File: config.mk
export PLATFORM = sky130hd
export DESIGN_NAME = addr_io_port
export DESIGN_NICKNAME = d
export VERILOG_FILES = /design/src/design/pin_sync2.v /design/src/design/pin_function_mux.v /design/src/design/addr_io_port.v
export VERILOG_INCLUDE_DIRS = /design/src /design/src/design
export SDC_FILE = /design/constraint.sdc
export NUM_CORES = 1
export LEC_CHECK = 0
export BUFFER_PORTS_ARGS = -buffer_cell sky130_fd_sc_hd__buf_2
export CELL_PAD_IN_SITES_DETAIL_PLACEMENT = 1
export CELL_PAD_IN_SITES_GLOBAL_PLACEMENT = 1
export CORE_ASPECT_RATIO = 1.4
export CORE_MARGIN = 2
export CORE_UTILIZATION = 42
export CTS_CLUSTER_SIZE = 28
export DETAILED_ROUTE_END_ITERATION = 6
export PLACE_DENSITY = 0.84
export SETUP_SLACK_MARGIN = 0.4
export SLEW_MARGIN = 15
export SYNTH_ARGS = -nofsm -noshare
export SYNTH_HDL_FRONTEND = slang
export SYNTH_SLANG_ARGS = --single-unit
File: constraint.sdc
create_clock -name pclk -period 4.8 [get_ports pclk]
set_clock_uncertainty 0.2 [all_clocks]
set_input_delay 0.48 -clock pclk [delete_from_list [all_inputs] [get_ports pclk]]
set_output_delay 0.48 -clock pclk [all_outputs]
set_load 0.005 [all_outputs]
File: src/design/addr_io_port_map.vh
// Register indices, field positions, reset values and mode codes of the address-capable I/O port
`ifndef ADDR_IO_PORT_MAP_VH
`define ADDR_IO_PORT_MAP_VH

// Bus widths
`define PORT_W            8
`define PADDR_W           18
`define PDATA_W           32
`define PSTRB_W           4

// Register indices; byte address is four times the index
`define IDX_W             16
`define IDX_PIN_DIRECTION 16'hfeba
`define IDX_PIN_LEVEL     16'hff5a
`define IDX_OUTPUT_LATCH  16'hff6a
`define IDX_PULLUP_CTRL   16'hff71
`define IDX_STANDBY_CTRL  16'hff3f

// Reset values
`define RST_PIN_DIRECTION 8'h00
`define RST_OUTPUT_LATCH  8'h00
`define RST_PULLUP_CTRL   8'h00
`define RST_STANDBY_CTRL  8'h00

// Value returned when the write-only direction register is read
`define DIR_READ_VALUE    8'h00

// Standby control fields
`define STBY_HOLD_BIT     0

// Operating mode codes
`define MODE_W            3
`define MODE_4            3'h4
`define MODE_5            3'h5
`define MODE_6            3'h6
`define MODE_7            3'h7

`endif

File: src/design/pin_sync2.v
// Two-flop synchroniser for levels arriving from outside the clock domain
`timescale 1ns/1ps
`default_nettype none

module pin_sync2 #(
    parameter WIDTH = 9
) (
    // Clock and reset
    input  wire             pclk,
    input  wire             presetn,
    input  wire             ce,
    // Levels
    input  wire [WIDTH-1:0] async_in,
    output wire [WIDTH-1:0] sync_out
);

    reg [WIDTH-1:0] meta_q;
    reg [WIDTH-1:0] sync_q;

    // The first stage feeds only the second stage
    always @(posedge pclk or negedge presetn) begin
        if (!presetn) begin
            meta_q <= {WIDTH{1'b0}};
            sync_q <= {WIDTH{1'b0}};
        end else if (ce) begin
            meta_q <= async_in;
            sync_q <= meta_q;
        end
    end

    assign sync_out = sync_q;

endmodule // pin_sync2

`default_nettype wire

File: src/design/pin_function_mux.v
// Per-pin function select: general output, address output or input, and pull-up gating
`timescale 1ns/1ps
`default_nettype none
`include "addr_io_port_map.vh"

module pin_function_mux (
    // Chip state
    input  wire [`MODE_W-1:0] op_mode,
    input  wire               sw_standby,
    input  wire               hw_standby,
    input  wire               standby_output_hold,
    // Port registers
    input  wire [7:0]         pin_direction,
    input  wire [7:0]         output_latch,
    input  wire [7:0]         pullup_control,
    // Address sources
    input  wire [7:0]         addr_live,
    input  wire [7:0]         addr_held,
    // Next pin state
    output reg  [7:0]         drive_d,
    output reg  [7:0]         oe_d,
    output reg  [7:0]         pullup_d
);

    reg [7:0] addr_pins;
    reg [7:0] gen_pins;
    reg [7:0] addr_src;
    reg       addr_drive_ok;

    always @* begin
        addr_pins     = 8'h00;
        gen_pins      = 8'h00;
        pullup_d      = 8'h00;
        // Address pins freeze on the held value in software standby, or float
        addr_src      = sw_standby ? addr_held : addr_live;
        addr_drive_ok = !sw_standby || standby_output_hold;
        case (op_mode)
            `MODE_7: begin
                gen_pins = pin_direction;
                pullup_d = ~pin_direction & pullup_control;
            end
            `MODE_6: begin
                addr_pins = pin_direction;
                pullup_d  = ~pin_direction & pullup_control;
            end
            `MODE_4, `MODE_5: begin
                addr_pins = 8'hff;
                pullup_d  = 8'h00;
            end
            default: begin
                addr_pins = 8'h00;
            end
        endcase
        // Address bits come from the bus controller, never the latch
        drive_d = (addr_pins & addr_src) | (gen_pins & output_latch);
        oe_d    = gen_pins | (addr_drive_ok ? addr_pins : 8'h00);
        if (hw_standby) begin
            oe_d     = 8'h00;
            pullup_d = 8'h00;
        end
    end

endmodule // pin_function_mux

`default_nettype wire

File: src/design/addr_io_port.v
// Address-capable 8-bit I/O port with APB register access
//
// Contract
// Direction register eight bits, reads undefined
// Direction cleared at power-on, hardware standby
// Mode 7: direction one drives latch
// Mode 6: direction one drives address
// Modes 4, 5: all pins address outputs
// Output latch read/write, cleared, retained otherwise
// Pin level register read-only, writes ignored
// Level read: latch if output, else pin
// After reset level shows pins; retained otherwise
// Pull-up only when input and enabled
// Modes 4, 5 keep all pull-ups off
// Pull-up control read/write, cleared, retained otherwise
// Standby hold bit keeps or floats address
// Address pins driven from bus controller address
`timescale 1ns/1ps
`default_nettype none
`include "addr_io_port_map.vh"

module addr_io_port (
    // Clock, reset, clock enable
    input  wire                 pclk,
    input  wire                 presetn,
    input  wire                 ce,
    // APB slave
    input  wire                 psel,
    input  wire                 penable,
    input  wire                 pwrite,
    input  wire [`PADDR_W-1:0]  paddr,
    input  wire [`PDATA_W-1:0]  pwdata,
    input  wire [`PSTRB_W-1:0]  pstrb,
    output wire                 pready,
    output reg  [`PDATA_W-1:0]  prdata,
    output reg                  pslverr,
    // Chip state
    input  wire [`MODE_W-1:0]   op_mode,
    input  wire                 sw_standby,
    input  wire                 hw_standby_n,
    input  wire [7:0]           addr_in,
    // Port pins
    input  wire [7:0]           pin_in,
    output reg  [7:0]           pin_out,
    output reg  [7:0]           pin_oe,
    output reg  [7:0]           pullup_en
);

    ////////////////////////////////////////////////////////////////////////////
    // Decode helpers

    function hit;
        input [`PADDR_W-1:0] addr;
        input [`IDX_W-1:0]   idx;
        begin
            hit = (addr[`PADDR_W-1:2] == idx) && (addr[1:0] == 2'b00);
        end
    endfunction

    function mapped;
        input [`PADDR_W-1:0] addr;
        begin
            mapped = hit(addr, `IDX_PIN_DIRECTION) || hit(addr, `IDX_PIN_LEVEL) ||
                     hit(addr, `IDX_OUTPUT_LATCH)  || hit(addr, `IDX_PULLUP_CTRL) ||
                     hit(addr, `IDX_STANDBY_CTRL);
        end
    endfunction

    ////////////////////////////////////////////////////////////////////////////
    // Pin and standby synchronisers

    wire [8:0] sync_bus;
    wire [7:0] pin_sync;
    wire       hw_standby;

    pin_sync2 #(
        .WIDTH    (9)
    ) u_sync (
        .pclk     (pclk),
        .presetn  (presetn),
        .ce       (ce),
        .async_in ({~hw_standby_n, pin_in}),
        .sync_out (sync_bus)
    );

    assign pin_sync   = sync_bus[7:0];
    assign hw_standby = sync_bus[8];

    ////////////////////////////////////////////////////////////////////////////
    // APB handshake

    // Read data must be captured before the access may complete. With a running
    // clock enable that happens in the setup cycle and no wait state is added;
    // a setup edge lost to a low enable costs one wait state, never stale data.
    reg  rd_valid_q;
    wire capture   = psel && !rd_valid_q;
    wire access_ph = psel && penable && ce && rd_valid_q;
    wire wr_en     = access_ph && pwrite && pstrb[0] && !hw_standby;

    assign pready = ce && rd_valid_q;

    always @(posedge pclk or negedge presetn) begin
        if (!presetn) begin
            rd_valid_q <= 1'b0;
        end else if (ce) begin
            if (access_ph) begin
                rd_valid_q <= 1'b0;
            end else if (capture) begin
                rd_valid_q <= 1'b1;
            end
        end
    end

    ////////////////////////////////////////////////////////////////////////////
    // Port registers

    reg [7:0] pin_direction_q;
    reg [7:0] output_latch_q;
    reg [7:0] pullup_control_q;
    reg [7:0] standby_control_q;
    reg [7:0] addr_hold_q;

    // Manual reset and software standby have no path here, so contents survive them
    always @(posedge pclk or negedge presetn) begin
        if (!presetn) begin
            pin_direction_q   <= `RST_PIN_DIRECTION;
            output_latch_q    <= `RST_OUTPUT_LATCH;
            pullup_control_q  <= `RST_PULLUP_CTRL;
            standby_control_q <= `RST_STANDBY_CTRL;
        end else if (ce) begin
            if (hw_standby) begin
                pin_direction_q  <= `RST_PIN_DIRECTION;
                output_latch_q   <= `RST_OUTPUT_LATCH;
                pullup_control_q <= `RST_PULLUP_CTRL;
            end else if (wr_en) begin
                if (hit(paddr, `IDX_PIN_DIRECTION)) begin
                    pin_direction_q <= pwdata[7:0];
                end
                if (hit(paddr, `IDX_OUTPUT_LATCH)) begin
                    output_latch_q <= pwdata[7:0];
                end
                if (hit(paddr, `IDX_PULLUP_CTRL)) begin
                    pullup_control_q <= pwdata[7:0];
                end
                if (hit(paddr, `IDX_STANDBY_CTRL)) begin
                    standby_control_q <= pwdata[7:0];
                end
            end
        end
    end

    // Last live address before standby, reused while held
    always @(posedge pclk or negedge presetn) begin
        if (!presetn) begin
            addr_hold_q <= 8'h00;
        end else if (ce && !sw_standby) begin
            addr_hold_q <= addr_in;
        end
    end

    ////////////////////////////////////////////////////////////////////////////
    // Read path

    reg  [7:0] rdata_d;
    wire [7:0] level_view = (pin_direction_q & output_latch_q) | (~pin_direction_q & pin_sync);

    always @* begin
        rdata_d = 8'h00;
        if (hit(paddr, `IDX_PIN_DIRECTION)) begin
            rdata_d = `DIR_READ_VALUE;
        end else if (hit(paddr, `IDX_PIN_LEVEL)) begin
            rdata_d = level_view;
        end else if (hit(paddr, `IDX_OUTPUT_LATCH)) begin
            rdata_d = output_latch_q;
        end else if (hit(paddr, `IDX_PULLUP_CTRL)) begin
            rdata_d = pullup_control_q;
        end else if (hit(paddr, `IDX_STANDBY_CTRL)) begin
            rdata_d = standby_control_q;
        end
    end

    // Read data and error are captured once per transfer and stand through the access
    always @(posedge pclk or negedge presetn) begin
        if (!presetn) begin
            prdata  <= {`PDATA_W{1'b0}};
            pslverr <= 1'b0;
        end else if (ce && capture) begin
            prdata  <= {{(`PDATA_W-8){1'b0}}, (pwrite ? 8'h00 : rdata_d)};
            // Writes to the level register are dropped silently, not flagged
            pslverr <= !mapped(paddr);
        end
    end

    ////////////////////////////////////////////////////////////////////////////
    // Pin drive

    wire [7:0] drive_d;
    wire [7:0] oe_d;
    wire [7:0] pullup_d;

    pin_function_mux u_mux (
        .op_mode             (op_mode),
        .sw_standby          (sw_standby),
        .hw_standby          (hw_standby),
        .standby_output_hold (standby_control_q[`STBY_HOLD_BIT]),
        .pin_direction       (pin_direction_q),
        .output_latch        (output_latch_q),
        .pullup_control      (pullup_control_q),
        .addr_live           (addr_in),
        .addr_held           (addr_hold_q),
        .drive_d             (drive_d),
        .oe_d                (oe_d),
        .pullup_d            (pullup_d)
    );

    // Registered pins add one cycle after a register write
    always @(posedge pclk or negedge presetn) begin
        if (!presetn) begin
            pin_out   <= 8'h00;
            pin_oe    <= 8'h00;
            pullup_en <= 8'h00;
        end else if (ce) begin
            pin_out   <= drive_d;
            pin_oe    <= oe_d;
            pullup_en <= pullup_d;
        end
    end

endmodule // addr_io_port

`default_nettype wire

# Word-level counts from Yosys, hierarchy flattened
# Cells that the tools add are included.
[totals]
reg_bits = 92
elab_cells = 94
[classes]
eq_ne = 9
muxes = 24
bitwise_logic = 11
reduce_logical = 37
[op_table]
columns = ["operator", "count"]
rows = [
  ["8-bit two-way mux", 21],
  ["16-bit == test, second input constant", 5],
  ["8-bit AND", 5],
  ["8-bit OR", 3],
  ["8-bit one-hot mux with 2 select lines", 1],
  ["1-bit logical AND", 15],
  ["3-bit == test, second input constant", 4],
  ["2-bit nonzero test", 5],
  ["3-bit AND reduction", 3],
  ["8-bit inverter", 1],
  ["1-bit logical OR", 5],
  ["1-bit logical NOT", 4],
  ["4-bit AND reduction", 1],
  ["2-bit OR reduction", 2],
  ["2-bit logical NOT", 1],
  ["1-bit two-way mux", 2],
  ["1-bit inverter", 2],
  ["2-bit AND reduction", 1],
]

# Longest topological paths before layout
[depth]
ltp_word = 8
ltp_mapped = 7
depth_no_buf = 5

# Hierarchy
# Synthesis repeated with hierarchy kept, for this count alone.
[unflattened]
hier_cells = 462
hier_area_um2 = 5053.6
[modules_own_cells]
columns = ["module", "instances", "cells_per_inst", "area_per_inst_um2", "seq_area_each_um2"]
rows = [
  ["addr_io_port", 1, 351, 3789.9, 1851.8],
  ["pin_sync2", 1, 38, 721.9, 450.4],
  ["pin_function_mux", 1, 73, 541.8, 0.0],
]

# Worst setup path after synthesis
# OpenSTA, ideal clock, no wires.
[synth_timing]
path_kind = "input to register"
startpoint = "input paddr[1]"
endpoint = "register prdata[4]"
arrival_time_ns = 2.278
required_ns = 4.512
slack_ns = 2.234
cell_stages = 7
n_path_buf = 2
cell_sequence = "or2_4 > or3_1 > buf_6 > or3_4 > buf_6 > or3b_1 > a41oi_1"
[synth_via]
elab_chain_cells = 8
[synth_lines]
columns = ["item", "line_no", "source"]
rows = [
  ["from (decl)", "addr_io_port.v:31", "input wire [`PADDR_W-1:0] paddr,"],
  ["2-bit logical NOT *", "addr_io_port.v:56", "hit = (addr[`PADDR_W-1:2] == idx) && (addr[1:0] == 2'b00);"],
  ["1-bit logical AND", "addr_io_port.v:56", ""],
  ["8-bit two-way mux", "addr_io_port.v:177", "end else if (hit(paddr, `IDX_STANDBY_CTRL)) begin"],
  ["8-bit two-way mux", "addr_io_port.v:175", "end else if (hit(paddr, `IDX_PULLUP_CTRL)) begin"],
  ["8-bit two-way mux", "addr_io_port.v:173", "end else if (hit(paddr, `IDX_OUTPUT_LATCH)) begin"],
  ["8-bit two-way mux", "addr_io_port.v:171", "end else if (hit(paddr, `IDX_PIN_LEVEL)) begin"],
  ["8-bit two-way mux *", "addr_io_port.v:169", "if (hit(paddr, `IDX_PIN_DIRECTION)) begin"],
  ["8-bit two-way mux *", "addr_io_port.v:188", "prdata <= {{(`PDATA_W-8){1'b0}}, (pwrite ? 8'h00 : rdata_d)};"],
  ["to (signal assigned)", "addr_io_port.v:185", "prdata <= {`PDATA_W{1'b0}};"],
  ["to (signal assigned)", "addr_io_port.v:188", ""],
  ["to (decl)", "addr_io_port.v:35", "output reg [`PDATA_W-1:0] prdata,"],
]
# Mark *: on every way between the ends. The rest lies on a longest branch, timed or not.
# A chain may end at the register's enable or synchronous reset.

# Worst setup path in the final report
[layout_timing]
startpoint = "input paddr[1]"
endpoint = "register output_latch_q[7]"
[layout_via]
elab_chain_cells = 4
[layout_lines]
columns = ["item", "line_no", "source"]
rows = [
  ["2-bit logical NOT", "addr_io_port.v:56", ""],
  ["1-bit logical AND", "addr_io_port.v:56", ""],
  ["2-bit nonzero test (no line)", "-", ""],
  ["3-bit AND reduction (no line)", "-", ""],
  ["to (signal assigned)", "addr_io_port.v:127", "output_latch_q <= `RST_OUTPUT_LATCH;"],
  ["to (signal assigned)", "addr_io_port.v:133", "output_latch_q <= `RST_OUTPUT_LATCH;"],
  ["to (signal assigned)", "addr_io_port.v:140", "output_latch_q <= pwdata[7:0];"],
  ["to (decl)", "addr_io_port.v:118", "reg [7:0] output_latch_q;"],
]
# No other way between the ends.

==> qor.txt <==
Status -> completed
Syn avg cell area -> 10.9 sq um
Clock Path Buffers -> 2
Setup Viol. Count Final -> 0
Num CTS Buffers -> 9
Placed inst area -> 4990 sq um
Crit path depth -> 6
Seq cells post-synth -> 92
Synth Instances -> 416
Commonest cells post-synth -> 92 x dfrtp_1, 60 x mux2_2, 32 x nand2_1
Post-synth top area share -> 50.6%
Clock tree from TritonCTS -> yes
Initial Utilization -> 43.5%
Final Max Slew Viols -> 0
Reg2reg path depth -> 4
Rel. slew slack -> 34.5%
Max FO, Critical Path -> 9
Reg clk slew, reported paths -> 60 ps
Final worst-path cycle share -> 58.2%
Die span in x -> 91.9 microns
DP Wirelength -> 8650 microns
Hold Crit Class -> in -> reg
Most numerous cell in the Yosys netlist -> dfrtp_1
Vias/cell -> 5.39
First-pass GRT wire length -> 19100 microns
Nets@finish -> 579
Synth area leader -> dfrtp_1
Final Hold Fails -> 0
Max incr delay on CP -> 720 ps
Via Count -> 3452
Die area -> 11700 sq um
Number of synthesized flops with an enable pin -> 0
Final core utilization -> 50.8%
Largest net degree at the start of global routing -> 62
Insertion delay to the later sink of the worst-skew pair -> 340 ps
I/O Buffers -> 87
Setup bufs post-CTS -> 0
CP max-delay cell -> nor4_2
Count of different cell masters after synthesis -> 45
CP bufs+invs -> 1
Post-route cell area -> 5320 sq um
Setup TNS -> 0 ps
Synth Warn # -> 0
GR Overflow Total -> 0
Worst setup path endpoint -> output_latch_q[7]
Core area -> 10500 sq um
DRT antenna net count -> 0
Crit path from -> paddr[1]
N_diodes -> 0
Post-route minimum period -> 2790 ps
Antenna violations before repair -> 0
Req. time, crit path -> 4830 ps
Starting DRC count in detailed routing -> 221
Async set-or-reset flop fraction in the synthesized netlist -> 100%
Register area share after synthesis -> 50.6%
Power Dens Cells -> 388 nW/um^2
Remaining DRCs -> 0
Gp weighted congestion -> 0.805
Top post-synthesis cells by area -> dfrtp_1 51%, mux2_2 15%, buf_4 4.0%, nand2_1 2.6%, inv_1 2.6%
Max VDD drop -> 0.189 mV
Critical Setup Path Class -> in -> reg
Mapped Area -> 4550 sq um
Fmax -> 0.358 GHz
Tot GR Track Use -> 21.1%
Delay-heaviest family, CP -> simple AND/OR/NAND/NOR gates
H-tree depth -> 3
First-pass iteration count of the detailed router -> 4
Die height -> 127 microns
Area Overhead vs Synth -> 17.0%
Worst path arrival time -> 2820 ps
Share of cells above drive strength 1 -> 34.0%
Leakage -> 0.00247 uW
Max-Cap Viols -> 0
Synth Flop Type -> dfrtp_1
CTS sink count -> 92
RSZ-0062 raised after global routing -> no
Root buf cell -> clkbuf_16
Routed Wire Length -> 11800 microns
Worst r2r dst -> prdata[2]
WL per Instance -> 18.4 microns
Vias in the first global route -> 3658
Worst setup EP type -> flip-flop
R2r setup slk -> 2240 ps
# rows -> 44
Num ports -> 139
Worst Max-Slew Pin Slew -> 979 ps
Reg-to-Reg Start -> rd_valid_q
Worst path cell trace -> buf_2 > or2_4 > or3_1 > nor4_2 > o21ba_2 > mux2_2
Critical Path Start Type -> primary input
cells by family (layout without fill, tap and decap cells):
| kind of cell | Yosys count | after routing | synth area share (%) |
|---|---|---|---|
| buffers and inverters | 73 | 137 | 8.37 |
| xor gates and xnor gates | 1 | 1 | 0.193 |
| DFF | 92 | 92 | 50.6 |
| and+or+nand+nor | 94 | 94 | 11.9 |
| muxes | 70 | 70 | 17.1 |
| other | 1 | 24 | 0.0825 |
| AOI/OAI and AO/OA | 85 | 85 | 11.8 |
worst reg2reg max path, cell delays in order, from the launching register on:
cell	delay, ps
dfrtp_1	410
nand3b_1	460
a211oi_1	910
o21ai_0	220
o21ai_0	270
power breakdown:
group          switching (uW)  internal, uW  leakage [uW]
Combinational             149           163       0.00115
Clock                     297           433      0.000152
Sequential                130           894       0.00117
how the worst min path moves through the flow:
stage | from | endpoint | slack (ps) | depth (start not counted)
CTS | hw_standby_n | u_sync.meta_q[8] | 130 | 2
finish | hw_standby_n | u_sync.meta_q[8] | 130 | 2
detailed placement | presetn | u_sync.meta_q[1] | 240 | 1
floorplan | presetn | addr_hold_q[0] | -20 | 0
global route | hw_standby_n | u_sync.meta_q[8] | 140 | 2
global placement | presetn | pslverr | 230 | 1
registers in the layout, indices dropped and copies added (netlist names):
signal,count
u_sync.meta_q,9
u_sync.sync_out,9
addr_hold_q,8
output_latch_q,8
pin_direction_q,8
pin_oe,8
pin_out,8
prdata,8
pullup_control_q,8
pullup_en,8
standby_control_q,8
pslverr,1
rd_valid_q,1
metrics by stage:
stage / hold slack (ps) / cells / power, uW / setup slack (ps)
after floorplan: -15.6 / 439 / 1200 / 2230
after global placement: 234 / 624 / 1310 / 1800
after detailed placement: 243 / 624 / 1340 / 1730
after CTS: 128 / 641 / 2080 / 2050
after global routing: 138 / 641 / 2160 / 1900
final: 130 / 641 / 2070 / 2010
cell usage in the layout, fill, tap and decap left out, types with 12 or more instances in the layout:
| master | n |
|---|---|
| o21ai_0 | 20 |
| a21oi_1 | 22 |
| nor2b_1 | 18 |
| o22ai_1 | 12 |
| inv_1 | 31 |
| mux2_2 | 60 |
| nand2_1 | 32 |
| dfrtp_1 | 92 |
| conb_1 | 24 |
| buf_2 | 86 |
cell type report:
type / instances / area [sq um]
repair buffers: 90 / 463
multi-input cells: 274 / 1950
clock inverters: 5 / 60.1
clock buffers: 11 / 253
flip-flops and latches: 92 / 2300
inverters: 31 / 116
well taps: 138 / 173
fillers: 1196 / 5140
metal layers:
layer	share of wire [%]	up-vias	global-route usage [%]
li1	-	1587	-
met1	40	1732	25.2
met2	53	109	36.9
met3	4.6	24	3.66
met4	2.7	0	9.66
met5	0	-	0
repair_timing:
action / 4_1_cts / 5_1_grt
hold buffers: 1 / 0
endpoints found under the setup margin: 0 / 0
endpoints found under the hold margin: 31 / 0
resized for setup: 0 / 0
(Power assumes the default switching activity.)
